$ cat src/common/osct_consts.svh
// Offsets, field positions, reset values and timing counts of the oscillator control block
`ifndef OSCT_CONSTS_SVH
`define OSCT_CONSTS_SVH

// Register byte addresses on the special-function bus
`define OSCT_ADDR_W 20
`define OSCT_ADDR_TRIM 20'hF00A0
`define OSCT_ADDR_FREQ 20'hF00A8

// Frequency-select field
`define OSCT_FREQ_LSB 0
`define OSCT_FREQ_MSB 2
`define OSCT_CODE_16M 3'h1
`define OSCT_CODE_8M 3'h2
`define OSCT_CODE_4M 3'h3
`define OSCT_CODE_2M 3'h4
`define OSCT_CODE_1M 3'h5
`define OSCT_CODE_SAFE 3'h1

// Trim field
`define OSCT_TRIM_LSB 0
`define OSCT_TRIM_MSB 5
`define OSCT_TRIM_W 6

// Reset values before the boot load
`define OSCT_FREQ_RST 3'h1
`define OSCT_TRIM_RST 6'h00

// Switch-over transition, in core clock cycles
`define OSCT_OLD_CYCLES 3
`define OSCT_WAIT_CYCLES 3
`define OSCT_CNT_W 2

`endif

$ cat src/common/osct_pkg.sv
// Types of the oscillator select and trim block
package osct_pkg;

    typedef enum logic [1:0] {
        OSCT_PIN_PORT,
        OSCT_PIN_CRYSTAL,
        OSCT_PIN_EXT_CLK,
        OSCT_PIN_RESERVED
    } osct_pin_mode_t;

    typedef enum logic [1:0] {
        OSCT_XF_IDLE,
        OSCT_XF_OLD,
        OSCT_XF_WAIT
    } osct_xfer_t;

endpackage

$ cat src/hdl/osct_top.sv
// Oscillator frequency select, trim and oscillator pin-mode control
`timescale 1ns/1ps
`include "osct_consts.svh"

module osct_top
    import osct_pkg::*;
(
    input wire logic sys_clk_in, // Core clock
    input wire logic rst_in, // Async reset, active high
    input wire logic [`OSCT_ADDR_W-1:0] sfr_addr_in, // Register byte address
    input wire logic sfr_wr_in, // Write strobe
    input wire logic sfr_rd_in, // Read strobe
    input wire logic [7:0] sfr_wdata_in, // Write data
    output logic [7:0] sfr_rdata_out, // Read data, valid after read
    input wire logic [2:0] boot_freq_code_in, // Option byte code bits
    input wire logic [`OSCT_TRIM_W-1:0] factory_trim_in, // Shipment trim
    input wire logic core_periph_clk_is_hs_in, // Core clock taken from fast osc
    input wire logic main_ext_clk_sel_in, // Main pin pair, upper bit
    input wire logic main_osc_pin_mode_in, // Main pin pair, lower bit
    input wire logic sub_ext_clk_sel_in, // Sub pin pair, upper bit
    input wire logic sub_osc_pin_mode_in, // Sub pin pair, lower bit
    input wire logic sub_drive_mode_b1_in, // Sub drive field, upper bit
    input wire logic sub_drive_mode_b0_in, // Sub drive field, lower bit
    input wire logic hs_osc_halt_in, // Fast osc halt bit
    input wire logic wdt_running_in, // Watchdog operating
    input wire logic lowspeed_timer_clk_sel_in, // Timer clock select bit
    output logic [2:0] hs_freq_code_out, // Code in effect at the osc
    output logic [2:0] hs_div_log2_out, // 16 MHz divided by 2**n
    output logic [`OSCT_TRIM_W-1:0] hs_trim_out, // Trim to the osc
    output logic core_periph_clk_wait_out, // Core clock held in wait
    output logic xfer_busy_out, // Switch-over in progress
    output logic hs_osc_run_out, // Fast osc enable
    output logic ls_osc_run_out, // Slow osc enable
    output logic ls_to_wdt_out, // Slow clock gated to watchdog
    output logic ls_to_timer_out, // Slow clock picked for timers
    output osct_pin_mode_t main_pin_mode_out, // Main osc pin mode
    output logic main_pins_port_out, // Main pins are input ports
    output osct_pin_mode_t sub_pin_mode_out, // Sub osc pin mode
    output logic sub_pins_port_out, // Sub pins are input ports
    output logic sub_ulp_mode_out // Sub osc ultra-low power
);

    // ****************************************
    // Helper functions
    // ****************************************
    function automatic logic code_legal(input logic [2:0] code);
        code_legal = (code >= `OSCT_CODE_16M) && (code <= `OSCT_CODE_1M);
    endfunction

    function automatic osct_pin_mode_t pin_mode(input logic ext, input logic osc);
        case ({ext, osc})
            2'h1: pin_mode = OSCT_PIN_CRYSTAL;
            2'h3: pin_mode = OSCT_PIN_EXT_CLK;
            2'h0: pin_mode = OSCT_PIN_PORT;
            default: pin_mode = OSCT_PIN_RESERVED;
        endcase
    endfunction

    function automatic logic [2:0] code_to_log2(input logic [2:0] code);
        code_to_log2 = code - 3'h1;
    endfunction

    function automatic logic addr_hit(input logic [`OSCT_ADDR_W-1:0] addr,
            input logic [`OSCT_ADDR_W-1:0] target);
        addr_hit = (addr == target);
    endfunction

    // ****************************************
    // Register state
    // ****************************************
    logic boot_pend_q;
    logic boot_pend_d;
    logic [2:0] freq_sel_q;
    logic [2:0] freq_sel_d;
    logic [2:0] freq_act_q;
    logic [2:0] freq_act_d;
    logic [`OSCT_TRIM_W-1:0] trim_q;
    logic [`OSCT_TRIM_W-1:0] trim_d;
    logic [7:0] rdata_q;
    logic [7:0] rdata_d;
    osct_xfer_t xf_q;
    osct_xfer_t xf_d;
    logic [`OSCT_CNT_W-1:0] cnt_q;
    logic [`OSCT_CNT_W-1:0] cnt_d;
    logic hs_run_q;
    logic hs_run_d;
    logic ls_run_q;
    logic ls_run_d;
    logic wr_freq;
    logic wr_trim;
    logic new_code;

    // ****************************************
    // Register access
    // ****************************************
    assign wr_freq = sfr_wr_in && addr_hit(sfr_addr_in, `OSCT_ADDR_FREQ);
    assign wr_trim = sfr_wr_in && addr_hit(sfr_addr_in, `OSCT_ADDR_TRIM);

    always_comb begin
        boot_pend_d = 1'b0;
        freq_sel_d = freq_sel_q;
        trim_d = trim_q;
        new_code = 1'b0;
        if (boot_pend_q) begin
            // Straps taken on the first edge after release
            if (code_legal(boot_freq_code_in)) begin
                freq_sel_d = boot_freq_code_in;
            end else begin
                freq_sel_d = `OSCT_CODE_SAFE;
            end
            trim_d = factory_trim_in;
        end else begin
            // Frequency writes while another source drives the core are dropped
            if (wr_freq && core_periph_clk_is_hs_in) begin
                // Only the low three bits are stored
                if (code_legal(sfr_wdata_in[`OSCT_FREQ_MSB:`OSCT_FREQ_LSB])) begin
                    freq_sel_d = sfr_wdata_in[`OSCT_FREQ_MSB:`OSCT_FREQ_LSB];
                    new_code = 1'b1;
                end
            end
            if (wr_trim) begin
                trim_d = sfr_wdata_in[`OSCT_TRIM_MSB:`OSCT_TRIM_LSB];
            end
        end
    end

    always_ff @(posedge sys_clk_in or posedge rst_in) begin
        if (rst_in) begin
            boot_pend_q <= 1'b1;
            freq_sel_q <= `OSCT_FREQ_RST;
            trim_q <= `OSCT_TRIM_RST;
        end else begin
            boot_pend_q <= boot_pend_d;
            freq_sel_q <= freq_sel_d;
            trim_q <= trim_d;
        end
    end

    // ****************************************
    // Read path
    // ****************************************
    always_comb begin
        rdata_d = rdata_q;
        // Data holds until the next read
        if (sfr_rd_in) begin
            case (sfr_addr_in)
                `OSCT_ADDR_FREQ: rdata_d = {5'h00, freq_sel_q};
                `OSCT_ADDR_TRIM: rdata_d = {2'h0, trim_q};
                default: rdata_d = 8'h00;
            endcase
        end
    end

    always_ff @(posedge sys_clk_in or posedge rst_in) begin
        if (rst_in) begin
            rdata_q <= 8'h00;
        end else begin
            rdata_q <= rdata_d;
        end
    end

    // ****************************************
    // Frequency switch-over
    // ****************************************
    always_comb begin
        xf_d = xf_q;
        cnt_d = cnt_q;
        freq_act_d = freq_act_q;
        if (boot_pend_q) begin
            freq_act_d = freq_sel_d;
            xf_d = OSCT_XF_IDLE;
            cnt_d = '0;
        end else if (new_code) begin
            // A fresh code restarts the old-frequency phase
            xf_d = OSCT_XF_OLD;
            cnt_d = '0;
        end else begin
            case (xf_q)
                OSCT_XF_IDLE: begin
                    cnt_d = '0;
                end
                OSCT_XF_OLD: begin
                    if (cnt_q == `OSCT_CNT_W'(`OSCT_OLD_CYCLES - 1)) begin
                        freq_act_d = freq_sel_q;
                        xf_d = OSCT_XF_WAIT;
                        cnt_d = '0;
                    end else begin
                        cnt_d = cnt_q + `OSCT_CNT_W'(1);
                    end
                end
                OSCT_XF_WAIT: begin
                    if (cnt_q == `OSCT_CNT_W'(`OSCT_WAIT_CYCLES - 1)) begin
                        xf_d = OSCT_XF_IDLE;
                        cnt_d = '0;
                    end else begin
                        cnt_d = cnt_q + `OSCT_CNT_W'(1);
                    end
                end
                default: begin
                    xf_d = OSCT_XF_IDLE;
                    cnt_d = '0;
                end
            endcase
        end
    end

    always_ff @(posedge sys_clk_in or posedge rst_in) begin
        if (rst_in) begin
            xf_q <= OSCT_XF_IDLE;
            cnt_q <= '0;
            freq_act_q <= `OSCT_FREQ_RST;
        end else begin
            xf_q <= xf_d;
            cnt_q <= cnt_d;
            freq_act_q <= freq_act_d;
        end
    end

    // ****************************************
    // Oscillator run control
    // ****************************************
    always_comb begin
        hs_run_d = !hs_osc_halt_in;
        ls_run_d = wdt_running_in || lowspeed_timer_clk_sel_in;
    end

    always_ff @(posedge sys_clk_in or posedge rst_in) begin
        if (rst_in) begin
            hs_run_q <= 1'b0;
            ls_run_q <= 1'b0;
        end else begin
            hs_run_q <= hs_run_d;
            ls_run_q <= ls_run_d;
        end
    end

    // ****************************************
    // Registered output decodes
    // ****************************************
    logic [1:0] pair_ext;
    logic [1:0] pair_osc;
    osct_pin_mode_t mode_d [2];
    osct_pin_mode_t mode_q [2];
    logic port_d [2];
    logic port_q [2];
    logic [2:0] div_d;
    logic [2:0] div_q;
    logic ls_wdt_d;
    logic ls_wdt_q;
    logic ls_tmr_d;
    logic ls_tmr_q;
    logic ulp_d;
    logic ulp_q;

    // Index 0 is the main pair, index 1 the sub pair
    assign pair_ext = {sub_ext_clk_sel_in, main_ext_clk_sel_in};
    assign pair_osc = {sub_osc_pin_mode_in, main_osc_pin_mode_in};

    for (genvar p = 0; p < 2; p++) begin : g_pair
        always_comb begin
            mode_d[p] = pin_mode(pair_ext[p], pair_osc[p]);
            port_d[p] = (mode_d[p] == OSCT_PIN_PORT);
        end

        // Reset shows port mode, the pins' idle use
        always_ff @(posedge sys_clk_in or posedge rst_in) begin
            if (rst_in) begin
                mode_q[p] <= OSCT_PIN_PORT;
                port_q[p] <= 1'b1;
            end else begin
                mode_q[p] <= mode_d[p];
                port_q[p] <= port_d[p];
            end
        end
    end

    // Divider tracks the code register on the same edge
    always_comb begin
        div_d = code_to_log2(freq_act_d);
        ls_wdt_d = ls_run_d && wdt_running_in;
        ls_tmr_d = ls_run_d && lowspeed_timer_clk_sel_in;
        ulp_d = sub_drive_mode_b1_in && !sub_drive_mode_b0_in;
    end

    always_ff @(posedge sys_clk_in or posedge rst_in) begin
        if (rst_in) begin
            div_q <= 3'h0;
            ls_wdt_q <= 1'b0;
            ls_tmr_q <= 1'b0;
            ulp_q <= 1'b0;
        end else begin
            div_q <= div_d;
            ls_wdt_q <= ls_wdt_d;
            ls_tmr_q <= ls_tmr_d;
            ulp_q <= ulp_d;
        end
    end

    // ****************************************
    // Outputs
    // ****************************************
    assign sfr_rdata_out = rdata_q;
    assign hs_freq_code_out = freq_act_q;
    assign hs_div_log2_out = div_q;
    // Trim goes straight to the osc, so its step order is kept
    assign hs_trim_out = trim_q;
    assign core_periph_clk_wait_out = (xf_q == OSCT_XF_WAIT);
    assign xfer_busy_out = (xf_q != OSCT_XF_IDLE);
    assign hs_osc_run_out = hs_run_q;
    assign ls_osc_run_out = ls_run_q;
    // Slow clock has no path to the core clock selector
    assign ls_to_wdt_out = ls_wdt_q;
    assign ls_to_timer_out = ls_tmr_q;
    assign main_pin_mode_out = mode_q[0];
    assign main_pins_port_out = port_q[0];
    assign sub_pin_mode_out = mode_q[1];
    assign sub_pins_port_out = port_q[1];
    assign sub_ulp_mode_out = ulp_q;

endmodule

$ cat config.mk
export PLATFORM = sky130hd
export DESIGN_NAME = osct_top
export DESIGN_NICKNAME = d
export VERILOG_FILES = /design/src/common/osct_pkg.sv /design/src/hdl/osct_top.sv
export VERILOG_INCLUDE_DIRS = /design/src /design/src/common
export SDC_FILE = /design/constraint.sdc
export NUM_CORES = 1
export LEC_CHECK = 0
export BUFFER_PORTS_ARGS = -buffer_cell sky130_fd_sc_hd__clkbuf_2
export CAP_MARGIN = 20
export CORE_UTILIZATION = 40
export CTS_BUF_LIST = sky130_fd_sc_hd__clkbuf_4 sky130_fd_sc_hd__clkbuf_8
export DETAILED_ROUTE_END_ITERATION = 10
export HOLD_SLACK_MARGIN = 0.12
export MAX_ROUTING_LAYER = met4
export PLACE_DENSITY = 0.7
export RECOVER_POWER = 100
export SLEW_MARGIN = 15
export SYNTH_ARGS = -nofsm -noshare
export SYNTH_HDL_FRONTEND = slang
export SYNTH_SLANG_ARGS = --single-unit
export TNS_END_PERCENT = 10
$ cat constraint.sdc
create_clock -name sys_clk_in -period 3.6 [get_ports sys_clk_in]
set_clock_uncertainty 0.2 [all_clocks]
set_input_delay 0.54 -clock sys_clk_in [delete_from_list [all_inputs] [get_ports sys_clk_in]]
set_output_delay 0.54 -clock sys_clk_in [all_outputs]
set_load 0.01 [all_outputs]
# --- After elaboration in Yosys (flattened, before gate mapping) ---
# Cells that the tools add are included.
totals:
  ff_bits: 39
  output_inout_bits: 33
  wordCells: 80
classes:
  add_sub_neg: 2
  magnitude_cmp: 4
  eq_ne: 12
  n_mux: 25
  n_reduce_logical: 20
ops:
  columns: ["cell", "count"]
  rows:
  - ["equality test 20 bit (second input constant)", 2]
  - ["2-to-1 mux 3 bit", 8]
  - ["case mux 2 bit (3 select lines)", 3]
  - ["2-to-1 mux 2 bit", 8]
  - ["2-to-1 mux 6 bit", 2]
  - ["case mux 6 bit (2 select lines)", 1]
  - ["logical NOT 2 bit", 5]
  - ["equality test 2 bit (second input constant)", 4]
  - ["logical AND 1 bit", 8]
  - ["equality test 2 x 1 -> 1 bit (second input constant)", 3]
  - ["greater-or-equal comparator 3 x 1 -> 1 bit (second input constant)", 2]
  - ["<= comparator 3 bit (second input constant)", 2]
  - ["inequality test 4 x 1 -> 1 bit (second input constant)", 1]
  - ["inequality test 4 bit (second input constant)", 1]
  - ["nonzero test 2 bit", 2]
  - ["2-to-1 mux 1 bit", 3]
  - ["inequality test 3 bit (second input constant)", 1]
  - ["AND reduction 3 bit", 1]
  - ["subtractor 3 x 1 -> 3 bit (second input constant)", 1]
  - ["adder 2 x 1 -> 2 bit (second input constant)", 1]
  - ["logical NOT 1 bit", 2]
  - ["OR reduction 2 bit", 1]
  - ["logical OR 1 bit", 1]

# --- Longest topological paths before layout ---
# Gate-level depths: netlist of the first run.
logic_depth:
  ltp_word: 8
  ltp_mapped: 8

# --- Least setup slack after synthesis of the first run ---
# OpenSTA, ideal clock, no wires.
synth_path:
  path_kind: "input port to flip-flop"
  start: "in sfr_addr_in[6]"
  end: "reg div_q[2] (netlist: hs_div_log2_out[2])"
  setup_time_ps: 79
  arrival_time_ps: 1985
  t_required_ps: 3321
  slack_ps: 1336
  stages: 7
  path_buffers: 0
  cell_sequence: "nor4b_2 nand4_2 o21ai_2 mux2_1 o21ai_0 ha_1 xor2_1"
synth_between:
  elab_chain_cells: 8
  elab_cells_between_ends: 10
  cone_classes: "add/sub (1); eq/ne (1); mux (6); reduce/logical (2)"
synth_lines:
  columns: ["element", "line", "text"]
  rows:
  - ["start: declaration", "osct_top.sv:10", "input wire logic [`OSCT_ADDR_W-1:0] sfr_addr_in,"]
  - ["equality test 20 bit *", "osct_top.sv:65", "addr_hit = (addr == target);"]
  - ["logical AND 1 bit *", "osct_top.sv:96", "assign wr_freq = sfr_wr_in && addr_hit(sfr_addr_in, `OSCT_ADDR_FREQ);"]
  - ["logical AND 1 bit *", "osct_top.sv:114", "if (wr_freq && core_periph_clk_is_hs_in) begin"]
  - ["2-to-1 mux 1 bit", "osct_top.sv:114", null]
  - ["2-to-1 mux 1 bit", "osct_top.sv:104", "if (boot_pend_q) begin"]
  - ["2-to-1 mux 3 bit", "osct_top.sv:173", "end else if (new_code) begin"]
  - ["2-to-1 mux 3 bit *", "osct_top.sv:169", "if (boot_pend_q) begin"]
  - ["subtractor 3 x 1 -> 3 bit *", "osct_top.sv:60", "code_to_log2 = code - 3'h1;"]
  - ["named net div_d[2]", "osct_top.sv:246", "logic [2:0] div_d;"]
  - ["end signal: assignment", "osct_top.sv:292", "div_q <= div_d;"]
  - ["end: declaration", "osct_top.sv:247", "logic [2:0] div_q;"]
# Mark *: on every way through the listed nets, which the timed path passes. The rest lies on a longest branch.
# A chain may end at the register's enable or synchronous reset.

==> results.ini, run 1 <==
[min_path]
timing.hold.worst_path_depth = 1
hold_path_end = ls_to_wdt_out
hold_path.class = primary input to flip-flop
min-delay-start = wdt_running_in

[global_routing]
grt_overflow = 0
grt_antenna_before_repair = 0
global_route.usage.total_pct = 16.9
grt_pass1_vias = 1484
grt_first_pass_wirelength_um = 6370
grt_start_max_net_pins = 28

[worst_setup_path]
path_delay_family = buffers and inverters
setup.worst_path.class = primary input to asynchronous set/reset pin
regToRegStartpoint = xf_q[1]
worstSetupEndpointType = asynchronous set/reset pin
path_common_cell = sky130_fd_sc_hd__clkbuf_1
timing.critical_path.slowest_stage_cell = sky130_fd_sc_hd__clkbuf_1
worst-r2r-cell-count = 8
critical_path.startpoint_type = primary input
cp.buffers_inverters = 5
path_max_fanout = 16
critical_path_required_ns = 3.78
r2r_setup_slack_ns = 1.45
cpPeakStageDelay_ns = 0.68
crit_arrival_ns = 2.72
path_cells = dlygate4sd3_1, clkbuf_2, inv_1, clkbuf_1, clkbuf_1
r2r_end = hs_div_log2_out[2]

[clock_tree]
cts.clk_slew.worst_paths_ns = 0.07
tritoncts = built
cts.sinks = 37
cts_inserted_buffers = 5
cts_root_buffer = sky130_fd_sc_hd__clkbuf_8
clock_insertion_delay_worst_skew_ns = 0.28
clock_tree.buffer_depth = 2
cts_post_setup_buffers_inserted = 0
cts_htree_levels = 2

[layout]
area_growth_syn_to_layout_pct = 25.6
multi_input_area_um2 = 762
ff_latch_area_um2 = 932
net_count_final = 304
fin_area_um2 = 2310
n_antenna_cell = 0
stdcell_count = 296
fillers = 440
final_layout_size_suffix_gt1_share_pct = 28.7

[routing]
drt_first_iter_violations = 129
per_cell_routed_wire_length_um = 12.5
first_pass_iters = 5
via_to_cell_ratio = 4.91
detailroute.via_count = 1453
number_of_nets_with_antenna_violations_after_routing = 0
totalWireLength_um = 3700
detail_route.drc_violations = 0

[sta]
fin_crit_sh_pct = 70.5
tns_ns = 0
finalMaxSlewViolations = 0
tightest_slew_ns = 0.836
finalSetupViolCount = 0
report.final.hold_viol_count = 0
slew_headroom_pct = 44.3
fmaxAchievable_ghz = 0.394
timing.final.ws_setup_ns = 1.06
unrepaired_setup_endpoints_after_global_routing = no
finalCriticalPeriod_ns = 2.54

[pwr]
power_density_nw_per_um2 = 411
vdd_ir_drop_max_v = 0.000246
p_leak_nw = 1.13

[synth]
netlist_instances = 160
yosys_warnings = 0
synth_top_cell_area_share_pct = 43.6
postSynthRegisterBits = 37
synth_ff_type = sky130_fd_sc_hd__dfrtp_1
synth_cell_type_count = 48
yosysSeqAreaShare_pct = 50.7
synth_top_cells_by_count = 32 x sky130_fd_sc_hd__dfrtp_1, 15 x sky130_fd_sc_hd__inv_1, 10 x sky130_fd_sc_hd__ha_1, 9 x sky130_fd_sc_hd__mux2i_1, 9 x sky130_fd_sc_hd__nand2_1
async_flop_share_pct = 100
synth_area_per_cell_um2 = 11.5
yosys.cell_count.top_type = sky130_fd_sc_hd__dfrtp_1
syn_area_um2 = 1840
synth_edf_count = 0
synth_top_cell_by_area = sky130_fd_sc_hd__dfrtp_1
post_synth_main_area_contributors = sky130_fd_sc_hd__dfrtp_1 44%, sky130_fd_sc_hd__dfstp_2 7.2%, sky130_fd_sc_hd__ha_1 6.8%

[outcome]
outcome = complete, no violations

[placed_design]
placement.io_buffers = 79
dp_hpwl_um = 2830
numPlacedInstances = 286
dpl_cell_area_um2 = 2250
globalplace.congestion = 0.779
dp_slack_ns = 1.05

[floorplan]
floorplan.rows = 24
boundaryPins = 84
chipHeight_um = 69.8
floorplan.die.width_um = 69.8
fp.coreArea_um2 = 4380
design.die.area_um2 = 4870
start_util_pct = 41.9

[flow_run]
max_cap_viol_count = 0

[metrics by stage]
stage	total power, mW	hold WS, ns	utilization (%)
after floorplan	0.528	0.224	-
after global placement	0.589	0.236	51.4
after detailed placement	0.591	0.247	51.4
after CTS	0.968	0.162	54.1
after global routing	0.996	0.158	52.6
final	0.949	0.171	52.6
[routing by layer]
metal	GRT usage [%]	vias to the layer above	wire length [µm]
met5	-	-	0
met4	3.33	0	12
met3	5.38	2	261
met2	27.7	56	1760
met1	20.6	685	1670
li1	-	710	-
[area by class of cell]
cell class / instances / share of cell area, %
clock inverters: 1 / 1.30
multi-input cells: 102 / 33.0
clock buffers: 7 / 3.90
repair buffers: 82 / 16.1
flip-flops and latches: 37 / 40.4
inverters: 15 / 2.44
well taps: 52 / 2.82
[timing repair]
item | 4_1_cts | 5_1_grt
hold endpoints to repair | 0 | 10
gates resized for setup | 0 | 0
hold buffers | 0 | 1
[cell usage in the layout, fill, tap and decap left out, types with 2 or more instances in the layout]
cell,Yosys,layout
sky130_fd_sc_hd__a31o_2,3,3
sky130_fd_sc_hd__nor4b_1,1,2
sky130_fd_sc_hd__mux2_2,3,3
sky130_fd_sc_hd__inv_1,15,15
sky130_fd_sc_hd__a21oi_1,7,7
sky130_fd_sc_hd__nor3_1,3,3
sky130_fd_sc_hd__or2_2,3,3
sky130_fd_sc_hd__dfstp_2,5,4
sky130_fd_sc_hd__ha_1,10,10
sky130_fd_sc_hd__and3_1,3,3
sky130_fd_sc_hd__dfrtp_1,32,32
sky130_fd_sc_hd__nand3_1,3,3
sky130_fd_sc_hd__o21ai_0,6,13
sky130_fd_sc_hd__mux2i_1,9,9
sky130_fd_sc_hd__nor2b_1,7,8
sky130_fd_sc_hd__nand2_1,9,9
sky130_fd_sc_hd__conb_1,1,3
sky130_fd_sc_hd__clkbuf_8,1,6
sky130_fd_sc_hd__nor4_1,2,2
sky130_fd_sc_hd__clkbuf_2,0,46
sky130_fd_sc_hd__nand4b_1,1,2
sky130_fd_sc_hd__clkbuf_1,3,35
[sequential cells by signal (all words and copies together) (netlist names)]
name / cells
hs_trim_out: 6
sfr_rdata_out: 6
freq_sel_q: 3
hs_div_log2_out: 3
hs_freq_code_out: 3
cnt_q: 2
main_pin_mode_out: 2
sub_pin_mode_out: 2
xf_q: 2
boot_pend_q: 1
hs_osc_run_out: 1
ls_osc_run_out: 1
ls_to_timer_out: 1
ls_to_wdt_out: 1
main_pins_port_out: 1
sub_pins_port_out: 1
sub_ulp_mode_out: 1
[report_power, final]
part           total, mW  internal (mW)  switching [mW]  leakage (nW)
clock network      0.375          0.233           0.142        0.0619
registers          0.460          0.444          0.0158         0.457
logic              0.114         0.0511          0.0629         0.613
[cells by family after synthesis]
logic type,Yosys count,share of synthesized area (%)
compound gates,29,9.47
xor+xnor,2,0.954
simple gates,45,18.1
buf+inv,23,6.33
other cells,1,0.204
flops,37,50.7
mux,13,7.36
fa+ha+maj,10,6.81
[how the worst max path moves through the flow]
| stage | to | depth (start not counted) | slack, ns | from |
|---|---|---|---|---|
| detailed placement | hs_div_log2_out[2] | 8 | 1.05 | sfr_addr_in[6] |
| floorplan | hs_div_log2_out[2] | 7 | 1.34 | sfr_addr_in[6] |
| global placement | hs_div_log2_out[2] | 8 | 1.09 | sfr_addr_in[6] |
| global route | xf_q[0] | 5 | 0.69 | rst_in |
| CTS | hs_div_log2_out[2] | 8 | 1.34 | sfr_addr_in[6] |
| finish | xf_q[0] | 5 | 1.06 | rst_in |
No activity file was read; power rests on OpenSTA's default activity.
==> inputs of run 2 (changes only) <==
--- a/config.mk
+++ b/config.mk
@@ -6,6 +6,7 @@
 export SDC_FILE = /design/constraint.sdc
 export NUM_CORES = 1
 export LEC_CHECK = 0
+export ABC_AREA = 1
 export BUFFER_PORTS_ARGS = -buffer_cell sky130_fd_sc_hd__clkbuf_2
 export CAP_MARGIN = 20
 export CORE_UTILIZATION = 40
@@ -13,7 +14,7 @@
 export DETAILED_ROUTE_END_ITERATION = 10
 export HOLD_SLACK_MARGIN = 0.12
 export MAX_ROUTING_LAYER = met4
-export PLACE_DENSITY = 0.7
+export PLACE_DENSITY = 0.72
 export RECOVER_POWER = 100
 export SLEW_MARGIN = 15
 export SYNTH_ARGS = -nofsm -noshare
==> constraint.sdc (replaced) <==
create_clock -name sys_clk_in -period 2.15 [get_ports sys_clk_in]
set_clock_uncertainty 0.2 [all_clocks]
set_input_delay 0.3225 -clock sys_clk_in [delete_from_list [all_inputs] [get_ports sys_clk_in]]
set_output_delay 0.3225 -clock sys_clk_in [all_outputs]
set_load 0.01 [all_outputs]
==> results.ini, run 2 <==
[global_routing]
grt_antenna_before_repair = 0
grt_first_pass_wirelength_um = 7260
grt_pass1_vias = 1773
global_route.usage.total_pct = 18.4
grt_overflow = 0
grt_start_max_net_pins = 38

[floorplan]
floorplan.die.width_um = 72.3
chipHeight_um = 72.3
design.die.area_um2 = 5220
boundaryPins = 84
floorplan.rows = 25
fp.coreArea_um2 = 4720
start_util_pct = 41.8

[min_path]
min-delay-start = sfr_wdata_in[0]
hold_path_end = hs_trim_out[0]
hold_path.class = primary input to flip-flop
timing.hold.worst_path_depth = 3

[worst_setup_path]
critical_path.startpoint_type = flip-flop
worst_setup_path_startpoint = boot_pend_q
r2r_setup_slack_ns = 0.13
path_max_fanout = 12
setup.worst_path.class = flip-flop to flip-flop
critical_path_required_ns = 2.17
crit_arrival_ns = 2.04
r2r_end = hs_trim_out[3]
worstSetupEndpointType = flip-flop
worst-r2r-cell-count = 6
regToRegStartpoint = boot_pend_q

[pwr]
vdd_ir_drop_max_v = 0.000294
p_leak_nw = 1.41
power_density_nw_per_um2 = 612
total_power_mw = 1.64

[synth]
synth_top_cell_by_area = sky130_fd_sc_hd__dfrtp_1
synth_top_cells_by_count = 51 x sky130_fd_sc_hd__inv_1, 47 x sky130_fd_sc_hd__nand2_1, 32 x sky130_fd_sc_hd__dfrtp_1, 22 x sky130_fd_sc_hd__nor2_1
syn_area_um2 = 1980
yosys_warnings = 0
yosys.cell_count.top_type = sky130_fd_sc_hd__inv_1
synth_cell_type_count = 31
synth_edf_count = 0
async_flop_share_pct = 100
synth_top_cell_area_share_pct = 40.5
synth_ff_type = sky130_fd_sc_hd__dfrtp_1
netlist_instances = 241
yosysSeqAreaShare_pct = 47.2
post_synth_main_area_contributors = sky130_fd_sc_hd__dfrtp_1 41%, sky130_fd_sc_hd__inv_1 9.7%, sky130_fd_sc_hd__nand2_1 8.9%
synth_area_per_cell_um2 = 8.20
postSynthRegisterBits = 37

[layout]
multi_input_area_um2 = 807
fillers = 441
n_antenna_cell = 0
final_cell_mix = 52 x sky130_fd_sc_hd__inv_1, 50 x sky130_fd_sc_hd__nand2_1, 41 x sky130_fd_sc_hd__clkbuf_2
final_layout_size_suffix_gt1_share_pct = 22.9
layout.cells.most_common = sky130_fd_sc_hd__inv_1
area_growth_syn_to_layout_pct = 35.7
ff_latch_area_um2 = 932
net_count_final = 401
stdcell_count = 408

[placed_design]
dp_hpwl_um = 3200
numPlacedInstances = 385
placement.io_buffers = 79
dp_slack_ns = 0.0932
globalplace.congestion = 0.818

[sta]
fmaxAchievable_ghz = 0.496
fin_crit_sh_pct = 93.8
tightest_slew_ns = 0.906
finalCriticalPeriod_ns = 2.02
timing.final.ws_setup_ns = 0.132
finalMaxSlewViolations = 0
tns_ns = 0
unrepaired_setup_endpoints_after_global_routing = no
finalSetupViolCount = 0
report.final.hold_viol_count = 0
slew_headroom_pct = 39.6

[clock_tree]
cts_htree_levels = 2
cts_root_buffer = sky130_fd_sc_hd__clkbuf_8
clock_insertion_delay_worst_skew_ns = 0.29
clock_tree.buffer_depth = 2
tritoncts = built
cts_post_setup_buffers_inserted = 0
cts_inserted_buffers = 5
cts.sinks = 37
cts.clk_slew.worst_paths_ns = 0.07

[routing]
detail_route.drc_violations = 0
via_to_cell_ratio = 4.43
totalWireLength_um = 4240
number_of_nets_with_antenna_violations_after_routing = 0
drt_first_iter_violations = 118
detailroute.via_count = 1807
per_cell_routed_wire_length_um = 10.4
first_pass_iters = 4

[flow_run]
max_cap_viol_count = 0

[outcome]
outcome = complete, no violations

## run 2: timing repair
action                                 CTS  global route
setup endpoints to repair                0             5
endpoints found under the hold margin   43             0
gates resized for setup                  0             4
hold buffers                            15             0
## run 2: critical path: stages (launching register included)
cell                            delay (ns)
sky130_fd_sc_hd__dfstp_2              0.53
sky130_fd_sc_hd__inv_1                0.07
sky130_fd_sc_hd__buf_4                0.19
sky130_fd_sc_hd__o21ai_4              0.14
sky130_fd_sc_hd__nor2_1               0.07
sky130_fd_sc_hd__a31oi_1              0.17
sky130_fd_sc_hd__dlygate4sd3_1        0.59
## run 2: cell families (layout without fill, tap and decap cells)
family                     after synthesis  in the layout  share of synthesized area [%]
buffers and inverters                   65            163                           13.1
muxes                                    3              3                           1.71
AOI/OAI and AO/OA                       28             28                           8.42
other                                    1              3                          0.190
adders and majority gates               10             10                           6.33
and+or+nand+nor                         97             97                           23.1
DFF                                     37             37                           47.2
## run 2: worst max path at each step
stage | endpoint | slack [ns] | cells after the start
finish | hs_trim_out[3] | 0.13 | 6
global route | hs_trim_out[4] | 0.01 | 9
CTS | hs_trim_out[4] | 0.14 | 9
detailed placement | hs_div_log2_out[2] | 0.09 | 16
global placement | hs_div_log2_out[2] | 0.11 | 16
floorplan | hs_div_log2_out[2] | 0.34 | 12
## run 2: where the power goes
part	switching, mW	leakage (nW)	internal [mW]
registers	0.0178	0.455	0.744
logic	0.147	0.898	0.109
clock network	0.247	0.0574	0.377
## run 2: metrics by stage
stage / hold slack (ns) / util, % / instance area [µm²]
floorplan: 0.182 / - / 1980
CTS: 0.124 / 57.5 / 2720
global placement: 0.233 / 51.8 / 2450
finish: 0.132 / 56.8 / 2680
detailed placement: 0.236 / 51.8 / 2450
global route: 0.139 / 56.8 / 2680
## run 2: cell type report
| type | count | area share, % |
|---|---|---|
| Timing Repair Buffer | 98 | 19.6 |
| Tap cell | 67 | 3.13 |
| Clock inverter | 2 | 1.40 |
| Inverter | 57 | 7.98 |
| Clock buffer | 6 | 3.08 |
| Multi-Input combinational cell | 141 | 30.1 |
| Sequential cell | 37 | 34.8 |
## run 2: per-layer routing
metal | global-route usage (%) | routed length, µm | vias to the layer above
met1 | 20.6 | 1810 | 834
li1 | - | - | 927
met5 | - | 0 | -
met2 | 32.4 | 2200 | 44
met3 | 5.00 | 203 | 2
met4 | 4.58 | 21 | 0
